===== src/sertx_consts.svh =====
// Register offsets, field positions, reset values and receive buffer depth of the serial block.
`ifndef SERTX_CONSTS_SVH
`define SERTX_CONSTS_SVH
`define SERTX_OFF_DATA 12'h000
`define SERTX_OFF_STATUS 12'h004
`define SERTX_OFF_CONTROL 12'h008
`define SERTX_OFF_FORMAT 12'h00c
`define SERTX_OFF_BAUD 12'h010
`define SERTX_ST_RX_DONE 7
`define SERTX_ST_TX_DONE 6
`define SERTX_ST_TX_EMPTY 5
`define SERTX_ST_FRAME_ERR 4
`define SERTX_ST_OVERRUN 3
`define SERTX_ST_PARITY_ERR 2
`define SERTX_CT_TX_EMPTY_IE 5
`define SERTX_CT_RX_EN 4
`define SERTX_CT_TX_EN 3
`define SERTX_CT_RX_NINTH 1
`define SERTX_CT_TX_NINTH 0
`define SERTX_FM_SYNC 6
`define SERTX_FM_PAR_EN 5
`define SERTX_FM_PAR_ODD 4
`define SERTX_FM_TWO_STOP 3
`define SERTX_FM_SIZE_HI 2
`define SERTX_FM_SIZE_LO 0
`define SERTX_CONTROL_RST 8'h00
`define SERTX_FORMAT_RST 8'h06
`define SERTX_BAUD_RST 16'h0000
`define SERTX_RX_DEPTH 2
`endif


===== src/sertx_pkg.sv =====
// Types shared by the serial block files.
package sertx_pkg;
  typedef struct packed {
    logic [8:0] data;
    logic frame_err;
    logic overrun;
    logic parity_err;
  } sertx_rx_entry_t;
  typedef struct packed {
    logic par_en;
    logic par_odd;
    logic two_stop;
    logic [2:0] size;
  } sertx_fmt_t;
endpackage : sertx_pkg


===== src/sertx_rx_fifo.sv =====
// Two-entry receive buffer carrying data, ninth bit and error flags.
`timescale 1ns/1ps
`include "sertx_consts.svh"
module sertx_rx_fifo #(
  parameter int DEPTH = `SERTX_RX_DEPTH
) (
  input wire logic clock,
  input wire logic rst,
  input wire logic flush,
  input wire logic push,
  input wire sertx_pkg::sertx_rx_entry_t push_entry,
  input wire logic pop,
  output sertx_pkg::sertx_rx_entry_t head,
  output logic not_empty,
  output logic full
);
  sertx_pkg::sertx_rx_entry_t mem_r [DEPTH];
  logic [$clog2(DEPTH):0] count_r;
  logic do_pop;
  logic do_push;
  integer i;
  assign do_pop = pop && (count_r != '0);
  assign do_push = push && ((count_r != DEPTH[$clog2(DEPTH):0]) || do_pop);
  assign head = mem_r[0];
  assign not_empty = (count_r != '0);
  assign full = (count_r == DEPTH[$clog2(DEPTH):0]);
  // A pop shifts the queue so the slot frees in the same cycle.
  always_ff @(posedge clock) begin
    if (rst || flush) begin
      count_r <= '0;
    end else begin
      count_r <= count_r + (do_push ? 1'b1 : 1'b0) - (do_pop ? 1'b1 : 1'b0);
    end
  end
  // Entries start cleared so an empty buffer never shows unknown flags.
  always_ff @(posedge clock) begin
    if (rst) begin
      for (i = 0; i < DEPTH; i++) begin
        mem_r[i] <= '0;
      end
    end else begin
      if (do_pop) begin
        for (i = 0; i < DEPTH - 1; i++) begin
          mem_r[i] <= mem_r[i + 1];
        end
      end
      if (do_push) begin
        mem_r[int'(count_r) - (do_pop ? 1 : 0)] <= push_entry;
      end
    end
  end
endmodule : sertx_rx_fifo


===== src/sertx_core.sv =====
// Serial transceiver with APB registers, transmit flags and receive buffer.
`timescale 1ns/1ps
`include "sertx_consts.svh"
// **************************************************************
// Overview of operation
// **************************************************************
// **************************************************************
module sertx_core (
  input wire logic clock,
  input wire logic rst,
  input wire logic psel,
  input wire logic penable,
  input wire logic pwrite,
  input wire logic [11:0] paddr,
  input wire logic [31:0] pwdata,
  output logic [31:0] prdata,
  output logic pready,
  output logic pslverr,
  input wire logic global_irq_en,
  input wire logic tx_done_irq_ack,
  output logic tx_buf_empty_irq,
  output logic tx_done_irq,
  output logic rx_done_irq,
  input wire logic rx_pin,
  input wire logic ext_transfer_clock_pin,
  output logic tx_pin,
  output logic tx_pin_oe,
  output logic rx_pin_owned
);
  // **************************************************************
  // Helpers
  // **************************************************************
  function automatic logic [8:0] mask_data(input logic [8:0] d, input logic [2:0] sz);
    logic [8:0] m;
    m = 9'h1ff;
    case (sz)
      3'h0: m = 9'h01f;
      3'h1: m = 9'h03f;
      3'h2: m = 9'h07f;
      3'h3: m = 9'h0ff;
      default: m = 9'h1ff;
    endcase
    return d & m;
  endfunction : mask_data
  function automatic logic [3:0] data_bits(input logic [2:0] sz);
    logic [3:0] n;
    n = 4'h9;
    if (sz < 3'h4) begin
      n = 4'h5 + {1'b0, sz};
    end
    return n;
  endfunction : data_bits
  function automatic logic parity_of(input logic [8:0] d, input logic odd);
    return (^d) ^ odd;
  endfunction : parity_of
  // **************************************************************
  // Registers
  // **************************************************************
  logic [7:0] control_r;
  sertx_pkg::sertx_fmt_t fmt_r;
  logic sync_mode_r;
  logic [15:0] baud_r;
  logic [8:0] tx_buf_r;
  logic tx_buf_full_r;
  logic tx_done_flag_r;
  logic access;
  logic wr_data;
  logic rd_data;
  logic wr_status;
  logic tx_load;
  logic tx_frame_end;
  logic tx_busy_r;
  sertx_pkg::sertx_rx_entry_t rx_head;
  logic rx_not_empty;
  logic rx_full;
  logic rx_push;
  sertx_pkg::sertx_rx_entry_t rx_push_entry;
  assign access = psel && penable;
  assign wr_data = access && pwrite && (paddr == `SERTX_OFF_DATA);
  assign rd_data = access && !pwrite && (paddr == `SERTX_OFF_DATA);
  assign wr_status = access && pwrite && (paddr == `SERTX_OFF_STATUS);
  always_ff @(posedge clock) begin
    if (rst) begin
      control_r <= `SERTX_CONTROL_RST;
      fmt_r <= sertx_pkg::sertx_fmt_t'(6'(`SERTX_FORMAT_RST));
      sync_mode_r <= 1'b0;
      baud_r <= `SERTX_BAUD_RST;
    end else if (access && pwrite) begin
      if (paddr == `SERTX_OFF_CONTROL) begin
        control_r <= pwdata[7:0];
      end
      if (paddr == `SERTX_OFF_FORMAT) begin
        fmt_r <= {pwdata[`SERTX_FM_PAR_EN], pwdata[`SERTX_FM_PAR_ODD],
                  pwdata[`SERTX_FM_TWO_STOP], pwdata[`SERTX_FM_SIZE_HI:`SERTX_FM_SIZE_LO]};
        sync_mode_r <= pwdata[`SERTX_FM_SYNC];
      end
      if (paddr == `SERTX_OFF_BAUD) begin
        baud_r <= pwdata[15:0];
      end
    end
  end
  // Status bits other than transmit-done ignore writes; software writes them as zero.
  always_ff @(posedge clock) begin
    if (rst) begin
      prdata <= 32'h0000_0000;
      pready <= 1'b0;
      pslverr <= 1'b0;
    end else begin
      pready <= psel && !penable;
      pslverr <= psel && !penable && (paddr > `SERTX_OFF_BAUD || paddr[1:0] != 2'h0);
      prdata <= 32'h0000_0000;
      if (psel && !penable && !pwrite) begin
        case (paddr)
          `SERTX_OFF_DATA: prdata <= {23'h0, mask_data(rx_head.data, fmt_r.size) & {1'b0, 8'hff}};
          `SERTX_OFF_STATUS: prdata <= {24'h0, rx_not_empty, tx_done_flag_r, !tx_buf_full_r,
                                        rx_head.frame_err, rx_head.overrun,
                                        rx_head.parity_err, 2'h0};
          // Ninth received bit shown beside control bits.
          `SERTX_OFF_CONTROL: prdata <= {24'h0, control_r[7:2], rx_head.data[8], control_r[0]};
          `SERTX_OFF_FORMAT: prdata <= {25'h0, sync_mode_r, fmt_r};
          `SERTX_OFF_BAUD: prdata <= {16'h0, baud_r};
          default: prdata <= 32'h0000_0000;
        endcase
      end
    end
  end
  // **************************************************************
  // Transmitter
  // **************************************************************
  logic tx_en;
  logic [15:0] tx_div_r;
  logic tx_tick;
  logic [10:0] tx_shift_r;
  logic [3:0] tx_left_r;
  logic [3:0] nbits;
  logic tx_active_r;
  assign tx_en = control_r[`SERTX_CT_TX_EN];
  assign nbits = data_bits(fmt_r.size);
  // The transmit divider runs free; a bit period is baud_r + 1 cycles.
  always_ff @(posedge clock) begin
    if (rst || tx_div_r == baud_r) begin
      tx_div_r <= 16'h0000;
    end else begin
      tx_div_r <= tx_div_r + 16'h0001;
    end
  end
  assign tx_tick = (tx_div_r == baud_r);
  assign tx_load = tx_buf_full_r && !tx_busy_r && (tx_active_r || tx_en) && tx_tick;
  assign tx_frame_end = tx_busy_r && tx_tick && (tx_left_r == 4'h1);
  always_ff @(posedge clock) begin
    if (rst) begin
      tx_buf_full_r <= 1'b0;
      tx_buf_r <= 9'h000;
    end else if (wr_data) begin
      tx_buf_full_r <= 1'b1;
      tx_buf_r <= {control_r[`SERTX_CT_TX_NINTH], pwdata[7:0]};
    end else if (tx_load) begin
      tx_buf_full_r <= 1'b0;
    end
  end
  always_ff @(posedge clock) begin
    if (rst) begin
      tx_busy_r <= 1'b0;
      tx_shift_r <= 11'h7ff;
      tx_left_r <= 4'h0;
    end else if (tx_load) begin
      tx_busy_r <= 1'b1;
      tx_shift_r <= 11'h7ff;
      tx_shift_r[0] <= 1'b0;
      tx_shift_r[4'(nbits) +: 1] <= 1'b0;
      for (int b = 0; b < 9; b++) begin
        if (b < int'(nbits)) begin
          tx_shift_r[b + 1] <= tx_buf_r[b];
        end
      end
      if (fmt_r.par_en) begin
        tx_shift_r[4'(nbits + 4'h1)] <= parity_of(mask_data(tx_buf_r, fmt_r.size), fmt_r.par_odd);
      end else begin
        tx_shift_r[4'(nbits + 4'h1)] <= 1'b1;
      end
      tx_left_r <= 4'h2 + nbits + (fmt_r.par_en ? 4'h1 : 4'h0) + (fmt_r.two_stop ? 4'h1 : 4'h0);
    end else if (tx_busy_r && tx_tick) begin
      tx_shift_r <= {1'b1, tx_shift_r[10:1]};
      tx_left_r <= tx_left_r - 4'h1;
      if (tx_left_r == 4'h1) begin
        tx_busy_r <= 1'b0;
      end
    end
  end
  always_ff @(posedge clock) begin
    if (rst) begin
      tx_active_r <= 1'b0;
    end else begin
      tx_active_r <= tx_en || tx_busy_r || tx_buf_full_r;
    end
  end
  // Done set on frame end with empty buffer.
  always_ff @(posedge clock) begin
    if (rst) begin
      tx_done_flag_r <= 1'b0;
    end else if (tx_frame_end && !tx_buf_full_r) begin
      tx_done_flag_r <= 1'b1;
    end else if (tx_done_irq_ack || (wr_status && pwdata[`SERTX_ST_TX_DONE])) begin
      tx_done_flag_r <= 1'b0;
    end
  end
  always_ff @(posedge clock) begin
    if (rst) begin
      tx_pin <= 1'b1;
      tx_pin_oe <= 1'b0;
      tx_buf_empty_irq <= 1'b0;
      tx_done_irq <= 1'b0;
      rx_done_irq <= 1'b0;
    end else begin
      tx_pin <= tx_busy_r ? tx_shift_r[0] : 1'b1;
      tx_pin_oe <= tx_active_r || tx_en;
      tx_buf_empty_irq <= global_irq_en && control_r[`SERTX_CT_TX_EMPTY_IE] && !tx_buf_full_r;
      tx_done_irq <= global_irq_en && control_r[7] && tx_done_flag_r && !tx_done_irq_ack;
      rx_done_irq <= global_irq_en && control_r[6] && rx_not_empty;
    end
  end
  // **************************************************************
  // Receiver
  // **************************************************************
  typedef enum logic [1:0] {sertx_idle, sertx_start, sertx_bits} sertx_rx_state_t;
  sertx_rx_state_t rx_state_r;
  logic rx_en;
  logic rx_s1_r;
  logic rx_s2_r;
  logic xck_s1_r;
  logic xck_s2_r;
  logic xck_d_r;
  logic [15:0] rx_div_r;
  logic rx_sample;
  logic [10:0] rx_shift_r;
  logic [3:0] rx_cnt_r;
  logic rx_overrun_r;
  assign rx_en = control_r[`SERTX_CT_RX_EN];
  always_ff @(posedge clock) begin
    if (rst) begin
      rx_s1_r <= 1'b1;
      rx_s2_r <= 1'b1;
      xck_s1_r <= 1'b0;
      xck_s2_r <= 1'b0;
      xck_d_r <= 1'b0;
      rx_pin_owned <= 1'b0;
    end else begin
      rx_s1_r <= rx_pin;
      rx_s2_r <= rx_s1_r;
      xck_s1_r <= ext_transfer_clock_pin;
      xck_s2_r <= xck_s1_r;
      xck_d_r <= xck_s2_r;
      rx_pin_owned <= rx_en;
    end
  end
  // Sync mode samples on transfer clock edge.
  assign rx_sample = sync_mode_r ? (xck_s2_r && !xck_d_r) : (rx_div_r == baud_r);
  always_ff @(posedge clock) begin
    if (rst || rx_state_r == sertx_idle || rx_div_r == baud_r) begin
      rx_div_r <= (rx_state_r == sertx_idle) ? {1'b0, baud_r[15:1]} : 16'h0000;
    end else begin
      rx_div_r <= rx_div_r + 16'h0001;
    end
  end
  always_ff @(posedge clock) begin
    if (rst || !rx_en) begin
      rx_state_r <= sertx_idle;
      rx_cnt_r <= 4'h0;
      rx_shift_r <= 11'h000;
    end else begin
      case (rx_state_r)
        sertx_idle: begin
          if (!rx_s2_r) begin
            rx_state_r <= sync_mode_r ? sertx_bits : sertx_start;
            rx_cnt_r <= 4'h0;
          end
        end
        sertx_start: begin
          if (rx_sample) begin
            rx_state_r <= rx_s2_r ? sertx_idle : sertx_bits;
          end
        end
        sertx_bits: begin
          if (rx_sample) begin
            rx_shift_r <= {rx_s2_r, rx_shift_r[10:1]};
            rx_cnt_r <= rx_cnt_r + 4'h1;
            // Stop after the first stop bit.
            if (rx_cnt_r == nbits + (fmt_r.par_en ? 4'h1 : 4'h0)) begin
              rx_state_r <= sertx_idle;
            end
          end
        end
        default: rx_state_r <= sertx_idle;
      endcase
    end
  end
  // First stop bit pushes the frame.
  assign rx_push = rx_en && rx_state_r == sertx_bits && rx_sample &&
                   rx_cnt_r == nbits + (fmt_r.par_en ? 4'h1 : 4'h0) && (!rx_full || rd_data);
  always_comb begin
    logic [10:0] aligned;
    aligned = {rx_s2_r, rx_shift_r[10:1]} >> (4'ha - nbits - (fmt_r.par_en ? 4'h1 : 4'h0));
    rx_push_entry.data = mask_data(aligned[8:0], fmt_r.size);
    rx_push_entry.frame_err = !rx_s2_r;
    rx_push_entry.overrun = rx_overrun_r;
    rx_push_entry.parity_err = fmt_r.par_en &&
      (parity_of(rx_push_entry.data, fmt_r.par_odd) != aligned[4'(nbits)]);
  end
  // A frame finishing into a full buffer is lost and the next entry reports it.
  always_ff @(posedge clock) begin
    if (rst || !rx_en || rx_push) begin
      rx_overrun_r <= 1'b0;
    end else if (rx_state_r == sertx_bits && rx_sample && rx_full && !rd_data &&
                 rx_cnt_r == nbits + (fmt_r.par_en ? 4'h1 : 4'h0)) begin
      rx_overrun_r <= 1'b1;
    end
  end
  // Flags and ninth bit stored with data.
  sertx_rx_fifo #(
    .DEPTH(`SERTX_RX_DEPTH)
  ) u_rx_fifo (
    .clock(clock),
    .rst(rst),
    .flush(!rx_en),
    .push(rx_push),
    .push_entry(rx_push_entry),
    .pop(rd_data),
    .head(rx_head),
    .not_empty(rx_not_empty),
    .full(rx_full)
  );
endmodule : sertx_core


===== config.mk =====
export PLATFORM = sky130hd
export DESIGN_NAME = sertx_core
export DESIGN_NICKNAME = d
export VERILOG_FILES = /design/src/sertx_pkg.sv /design/src/sertx_rx_fifo.sv /design/src/sertx_core.sv
export VERILOG_INCLUDE_DIRS = /design/src
export SDC_FILE = /design/constraint.sdc
export NUM_CORES = 1
export LEC_CHECK = 0
export BUFFER_PORTS_ARGS = -buffer_cell sky130_fd_sc_hd__buf_2
export CAP_MARGIN = 30
export CELL_PAD_IN_SITES_DETAIL_PLACEMENT = 1
export CELL_PAD_IN_SITES_GLOBAL_PLACEMENT = 2
export CORE_ASPECT_RATIO = 1.4
export CORE_UTILIZATION = 40
export CTS_CLUSTER_SIZE = 28
export DETAILED_ROUTE_END_ITERATION = 6
export PLACE_DENSITY_LB_ADDON = 0.1
export SETUP_SLACK_MARGIN = 0.4
export SYNTH_ARGS = -nofsm -noshare
export SYNTH_HDL_FRONTEND = slang
export SYNTH_SLANG_ARGS = --single-unit

===== constraint.sdc =====
create_clock -name clock -period 9.2 [get_ports clock]
set_clock_uncertainty 0.1 [all_clocks]
set_input_delay 1.38 -clock clock [delete_from_list [all_inputs] [get_ports clock]]
set_output_delay 1.38 -clock clock [all_outputs]
set_load 0.02 [all_outputs]

# [After elaboration in Yosys (flattened, before gate mapping)]
# Memories as Yosys holds them, arrays and structs flattened.
# Cells that the tools add are included.
[op_classes] n_bitwise=12 n_shift=3 muxes=83 n_eq_ne=20 addsub=16 order_cmp=14 reduce_logical=80
[op_table] operator="16-bit one-hot mux with 5 select lines" n=1
[op_table] operator="1-bit 2-to-1 mux" n=52
[op_table] operator="1-bit logical AND" n=36
[op_table] operator="9-bit one-hot mux with 4 select lines" n=1
[op_table] operator="11-bit 2-to-1 mux" n=3
[op_table] operator="16-bit by 1-bit adder with 16-bit output (second input constant)" n=2
[op_table] operator="16-bit == test" n=2
[op_table] operator="9-bit 2-to-1 mux" n=3
[op_table] operator="12-bit by 4-bit == test with 1-bit output (second input constant)" n=2
[op_table] operator="12-bit 2-to-1 mux" n=2
[op_table] operator="8-bit 2-to-1 mux" n=3
[op_table] operator="4-bit 2-to-1 mux" n=5
[op_table] operator="9-bit bitwise AND" n=2
[op_table] operator="9-bit parity" n=2
[op_table] operator="3-bit by 4-bit less-than comparator with 1-bit output (first input constant)" n=4
[op_table] operator="16-bit 2-to-1 mux" n=1
[op_table] operator="15-bit 2-to-1 mux" n=1
[op_table] operator="2-bit nonzero test" n=7
[op_table] operator="12-bit by 3-bit == test with 1-bit output (second input constant)" n=1
[op_table] operator="12-bit by 5-bit == test with 1-bit output (second input constant)" n=1
[op_table] operator="12-bit by 5-bit > comparator with 1-bit output (second input constant)" n=1
[op_table] operator="12-bit zero test" n=1
[op_table] operator="1-bit logical OR" n=12
[op_table] operator="2-bit 2-to-1 mux" n=6
[op_table] operator="50 further kinds" n=77
[word_totals] out_inout_bits=40 inputBits=53 mem_bits_rw=24 ff_bits=156 mem_count=1 elab_cells=264
[mem_list] name="u_rx_fifo.mem_r" depth=2 width=12 read_ports=2 rd_clocked_by_memory_dff=0 wr=2 line_no="sertx_rx_fifo.sv:17" source="sertx_pkg::sertx_rx_entry_t mem_r [DEPTH];"

# [Logic depth before layout (Yosys ltp)]
# Gate-level depths: netlist of run 1.
[depth] depth_word=12 mapped_depth=17 mapped_depth_nobuf=15

# [By module]
# From an unflattened synthesis of run 1, not the netlist that was laid out.
[hier_totals] cells_unflattened=998 hier_area_um2=8722.1
[modules_own_cells] module="sertx_core" seq_area_each_um2=2722.6 area_per_inst_um2=7472.2 cells_each=909 instances=1
[modules_own_cells] module="sertx_rx_fifo" seq_area_each_um2=760.7 area_per_inst_um2=1249.9 cells_each=89 instances=1

# [Least setup slack after synthesis of run 1]
# No wires, ideal clock.
[synth_timing] path_kind="in2reg" startpoint="input paddr[7]" endpoint="memory u_rx_fifo.mem_r[0][0] (netlist name) (enable)" path_slack_ns=4.694 setup_time_ns=0.350 stages=11 arrival_ns=4.056 path_cell_list="nor4_2 > nand3_1 > or4_1 > clkbuf_1 > nor4b_1 > ha_1 > inv_1 > or4_1 > buf_2 > buf_6 > nand2_1"
[synth_rtl] item="start, declared" line_no="sertx_core.sv:14" source="input wire logic [11:0] paddr,"
[synth_rtl] item="end, declared" line_no="sertx_rx_fifo.sv:17"

==> metrics.txt, run 1 <==
Main synth FF type dfxtp_1; CTS tree built; worst hold slack about 0.32 ns; asr flop ratio synth 0; worst slew pin tran 0.828 ns; sequential area share after synthesis 0.408; min-delay src rx_s1_r$_SDFF_PP1_; Slew Viols, Final 0; Syn Std Cell Area 8540 µm²; Final Worst Setup Slack roughly 4 ns; Max clock buf depth 2; Logic pwr share 0.025; failing checks design-rule violations; # resized after CTS 0; Slew Limit Headroom 0.448; Post-CTS Hold Buffers 0; fin nets approximately 1.0k; fmax approximately 190 MHz; status complete, but fails checks; Avg WL per Cell around 19 µm; wirelength, routed ~24000 µm; initial antenna violation count 0; worst skew pair latency roughly 0.43 ns; CP Data Arrival Time around 5.3 ns; reg-to-reg startpoint fmt_r[0]$_SDFFE_PP0P_; DIE AREA ~22000 µm²; Final Instance Area 9590 µm²; row count 62; net switching power 0.324 mW; Post-synth EDFFs 24; DRC 8; RSZ-0062 raised after global routing no; Cell variety after synth 73; share of cells above drive strength 1 0.163; flop-to-flop setup slack slightly below 4 ns; drt first-iter violations 255; Max-cap violations 0; H-Tree Depth 4; Sw Ratio 0.218; crit path launch fmt_r[0]$_SDFFE_PP0P_; core area about 21000 µm²; Via-to-Cell Ratio 5.41; final count of hold timing violations 0; FF-to-FF End u_rx_fifo.mem_r[0][0]$_DFFE_PP_; post-route insts no fill between 1k and 1.5k; WHS Path Cells 1; final setup violation count 0; P_int about 1.2 mW; fin crit period between 5 and 6 ns; Leakage around 3.8 nW; startpoint type of the worst setup path flip-flop; Setup WS pre-CTS between 4 and 5 ns; total number of vias between 6k and 7k; Worst Reg2Reg Path Length in Cells 14; Avg Inst Size Synth 9.14 µm²; Die H about 170 µm; Ports 93; total track usage 0.225; placed inst area ~9000 µm²; peak supply drop around 120 µV; ANT cells 0; clock sinks around 160; detailed placement HPWL roughly 18000 µm; area delta synth->final 12.2%; sequential power share 0.489; FILL cells about 2.4k; Routability Congestion 0.807; wire length of the first global-routing pass between 30000 and 40000 µm; Max FO, Critical Path 14; critical path type reg2reg; worst hold endpoint rx_s2_r$_SDFF_PP1_; Critical Path Sink Type flip-flop; CTS Root Buffer Type clkbuf_16; largest net degree at the start of global routing 74; total gr overflow 0; synthesized flop and latch total 162; Post-CTS Setup Bufs 0; Placed Cells incl. Taps roughly 1.2k; die width 126 µm; Initial Utilization 0.412; period utilization 0.568; clk slew on worst S/H paths about 0.07 ns; min-delay worst type reg2reg; port bufs 60; cts bufs inserted 17; Power Dens Cells ~150 nW/µm²; iteration count of the initial detailed-routing pass 6; power share of the clock group 0.486; worst path required time approximately 9.3 ns; Detail Route Antenna Nets 0; Synth warnings 0; cell count after synthesis ~940; vias in the first global route between 7k and 8k; setup_tns 0 ns
-- power by group through the flow --
stage	clock network, mW	registers [mW]	logic, mW
2_1_floorplan	0	0.742	0.0253
3_3_place_gp	0	0.742	0.0361
3_5_place_dp	0	0.743	0.0369
4_1_cts	0.743	0.727	0.0369
5_1_grt	0.767	0.727	0.0401
6_report	0.722	0.727	0.0367
-- worst max path at each step --
| stage | to | slack (ns) | depth (start not counted) |
|---|---|---|---|
| after floorplan | u_rx_fifo.mem_r[0][0]$_DFFE_PP_ | 4.69 | 11 |
| after global placement | u_rx_fifo.mem_r[0][10]$_DFFE_PP_ | 3.79 | 9 |
| after detailed placement | u_rx_fifo.mem_r[1][0]$_SDFFCE_PN0P_ | 4.01 | 14 |
| after CTS | u_rx_fifo.mem_r[0][0]$_DFFE_PP_ | 4.00 | 14 |
| after global routing | u_rx_fifo.mem_r[0][0]$_DFFE_PP_ | 3.66 | 13 |
| final | u_rx_fifo.mem_r[0][0]$_DFFE_PP_ | 3.97 | 14 |
-- routing by layer --
layer  global-route usage  up-vias  part of all wire
met3               0.0361       35             0.029
met2                0.434      121              0.56
met5                    0        -                 0
met1                0.237     3292              0.39
met4               0.0981        0             0.027
li1                     -     3296                 -
-- cells by family after synthesis --
kind of cell / after synthesis / synth area share
simple gates: 358 / 0.204
xor+xnor: 96 / 0.103
mux: 73 / 0.100
fa+ha+maj: 19 / 0.0287
other cells: 1 / 0.000439
compound gates: 136 / 0.107
buf+inv: 90 / 0.0492
flops: 162 / 0.408
-- flip-flops by register name, summed over array words and instances (netlist names), 2 cells and up --
register           flops
rx_cnt_r               4
u_rx_fifo.mem_r       24
fmt_r                  6
control_r              7
rx_state_r             2
tx_left_r              4
tx_shift_r            11
rx_div_r              16
rx_shift_r            10
u_rx_fifo.count_r      2
prdata                16
tx_div_r              16
tx_buf_r               9
baud_r                16
-- cell usage after synthesis, types with 11 or more instances --
cell type  number  share of area
dfxtp_1       138           0.32
nor2_1        114          0.050
nand2_1        95          0.042
xor2_1         53          0.054
mux2i_1        47          0.055
a21oi_1        40          0.023
xnor2_1        40          0.041
nand3_1        38          0.022
clkbuf_1       33          0.015
inv_1          28          0.012
o21ai_0        27          0.016
edfxtp_1       24          0.084
and3_1         22          0.016
ha_1           18          0.026
mux2_2         17          0.022
buf_4          16          0.014
nor4_1         13         0.0095
nor2b_1        11         0.0081
o21ai_2        11          0.011
-- final cells by class --
cell class	instances	area, µm²	share of cell area
flip-flops and latches	162	3480	0.363
inverters	30	113	0.0117
repair buffers	68	380	0.0397
multi-input cells	698	4690	0.490
clock inverters	10	121	0.0127
well taps	256	320	0.0334
clock buffers	22	475	0.0496
-- cells in the final DEF (no fill, tap or decap), types with 24 or more instances in the layout --
master    synthesis  layout
dfxtp_1         138     138
nor2_1          114     114
nand2_1          95      95
buf_2             6      60
xor2_1           53      53
mux2i_1          47      47
xnor2_1          40      40
a21oi_1          40      40
nand3_1          38      38
inv_1            28      28
o21ai_0          27      27
edfxtp_1         24      24
-- critical path, stage by stage (launching register included) --
cell and delay, ns:
dfxtp_1 0.71, inv_1 0.28, ha_1 0.57, nand2b_2 0.31
inv_2 0.17, ha_1 0.25, fa_1 0.45, xor2_2 0.46
mux2_2 0.42, a2bb2oi_2 0.25, mux2_2 0.21, xnor3_1 0.31
xnor2_1 0.14, xnor2_1 0.23, o31ai_1 0.10
-- per-stage QoR --
stage	util	power, mW
2_1_floorplan	-	0.767
3_3_place_gp	0.432	0.779
6_report	0.463	1.49
5_1_grt	0.463	1.53
3_5_place_dp	0.434	0.780
4_1_cts	0.463	1.51
Power figures use the tool's default switching activity.
==> inputs of run 2 (changes only) <==
--- a/config.mk
+++ b/config.mk
@@ -11,7 +11,7 @@
 export CELL_PAD_IN_SITES_DETAIL_PLACEMENT = 1
 export CELL_PAD_IN_SITES_GLOBAL_PLACEMENT = 2
 export CORE_ASPECT_RATIO = 1.4
-export CORE_UTILIZATION = 40
+export CORE_UTILIZATION = 33
 export CTS_CLUSTER_SIZE = 28
 export DETAILED_ROUTE_END_ITERATION = 6
 export PLACE_DENSITY_LB_ADDON = 0.1
==> constraint.sdc (replaced) <==
create_clock -name clock -period 4.8 [get_ports clock]
set_clock_uncertainty 0.1 [all_clocks]
set_input_delay 0.72 -clock clock [delete_from_list [all_inputs] [get_ports clock]]
set_output_delay 0.72 -clock clock [all_outputs]
set_load 0.02 [all_outputs]
==> metrics.txt, run 2 (same netlist as run 1, synthesis figures left out) <==
status complete, no violations; Max clock buf depth 2; largest net degree at the start of global routing 45; iteration count of the initial detailed-routing pass 5; Max-cap violations 0; worst skew pair latency around 0.44 ns; total track usage 0.201; CTS Root Buffer Type clkbuf_16; row count 69; CP cell instances inv_1, ha_1, nand2b_2, inv_2, ha_1, fa_2, mux4_2, mux2i_1, xor2_1, xnor2_1, xnor2_1, a21oi_1, xnor2_1, xnor2_1, o31ai_1; commonest non-fill, non-tap cell in the layout dfxtp_1; final count of hold timing violations 0; Leakage 3.94 nW; worst slew pin tran 0.830 ns; RSZ-0062 raised after global routing no; peak supply drop approximately 260 µV; CP Data Arrival Time approximately 4.0 ns; Max FO, Critical Path 9; Die H between 150 and 200 µm; placed inst area roughly 9300 µm²; area delta synth->final 15.7%; DRC 0; total gr overflow 0; max reg flops 24; critical path type reg2reg; core area between 20000 and 30000 µm²; fin nets about 1.1k; Slew Viols, Final 0; final core utilization 0.389; Detail Route Antenna Nets 0; startpoint type of the worst setup path flip-flop; Routability Congestion 0.776; period utilization 0.817; setup_tns 0 ns; clk slew on worst S/H paths ~0.07 ns; Avg WL per Cell between 15 and 20 µm; FILL cells between 2k and 3k; CTS tree built; Ports a little over 90; worst path required time around 4.9 ns; most frequent cells in the layout 138 x dfxtp_1, 114 x nor2_1, 95 x nand2_1, 60 x buf_2, 53 x xor2_1; Critical Path Sink Type flip-flop; min-delay worst type reg2reg; wirelength, routed 25400 µm; die width 138 µm; Via-to-Cell Ratio about 5.0; area of the multi-input gates 4700 µm²; final setup violation count 0; most used cell, CP xnor2_1; DIE AREA around 27000 µm²; buffers and inverters on the worst path 2; largest register by flop count u_rx_fifo.mem_r; slowest stage delay, CP between 0.6 and 0.7 ns; register area approximately 3500 µm²; detailed placement HPWL 19500 µm; Slew Limit Headroom 0.447; Max stage delay cell, worst path fa_2; critical path's top delay family adder cells; initial antenna violation count 1; share of cells above drive strength 1 0.194; drt first-iter violations 240; wire length of the first global-routing pass just under 40000 µm; Post-CTS Hold Buffers 0; vias in the first global route 6929; Power Dens Cells 282 nW/µm²; # resized after CTS 0; cts bufs inserted 17; Final Instance Area 9880 µm²; fmax ~260 MHz; fin crit period roughly 4 ns; total number of vias approximately 6.7k; port bufs 60; clock sinks 162; Initial Utilization 0.337; H-Tree Depth 4; Post-CTS Setup Bufs 0
## run 2: changes by cell type in the layout (fill, tap and decap cells not counted), sizes merged
cell      delta
buf         +35
bufinv       -1
clkbuf       -1
clkinv       -2
clkinvlp     +5
diode        +1
inv          -1
## run 2: worst paths after layout
check	from	endpoint	slack, ns	depth (start not counted)
max	fmt_r[0]$_SDFFE_PP0P_	u_rx_fifo.mem_r[0][0]$_DFFE_PP_	0.88	15
min	rx_s1_r$_SDFF_PP1_	rx_s2_r$_SDFF_PP1_	0.31	1
max reg2reg	fmt_r[0]$_SDFFE_PP0P_	u_rx_fifo.mem_r[0][0]$_DFFE_PP_	0.88	15
min reg2reg	rx_s1_r$_SDFF_PP1_	rx_s2_r$_SDFF_PP1_	0.31	1
## run 2: layout make-up
cell class / instances / area share
multi-input cells: 698 / 0.475
flip-flops and latches: 162 / 0.353
inverters: 30 / 0.0118
clock buffers: 21 / 0.0460
clock inverters: 11 / 0.0105
well taps: 319 / 0.0404
diodes: 1 / 0.000253
repair buffers: 103 / 0.0631
## run 2: layer usage
metal  global-route usage  wire (µm)  vias to the layer above
li1                     -          -                     3364
met1                0.219      10400                     3282
met2                0.381      14000                       71
met3               0.0376        518                       27
met4               0.0652        523                        0
met5                    0          0                        -
## run 2: worst register-to-register path, cell delays in order (launching register included)
cell	delay, ns
dfxtp_1	0.47
inv_1	0.10
ha_1	0.33
nand2b_2	0.09
inv_2	0.04
ha_1	0.20
fa_2	0.69
mux4_2	0.36
mux2i_1	0.22
xor2_1	0.19
xnor2_1	0.15
xnor2_1	0.14
a21oi_1	0.09
xnor2_1	0.14
xnor2_1	0.26
o31ai_1	0.09
## run 2: power by group
group | switching, mW | internal [mW]
sequential | 0.00587 | 1.39
combinational | 0.0504 | 0.0219
clock | 0.583 | 0.735
total | 0.640 | 2.14
## run 2: stage by stage
step / setup WS, ns / instances / total power [mW] / hold WS (ns)
6_report: 0.880 / 1345 / 2.78 / 0.313
5_1_grt: 0.558 / 1345 / 2.89 / 0.343
4_1_cts: 0.691 / 1344 / 2.83 / 0.319
3_5_place_dp: 0.569 / 1312 / 1.50 / 0.303
3_3_place_gp: 0.607 / 1312 / 1.50 / 0.302
2_1_floorplan: 0.611 / 950 / 1.47 / 0.289
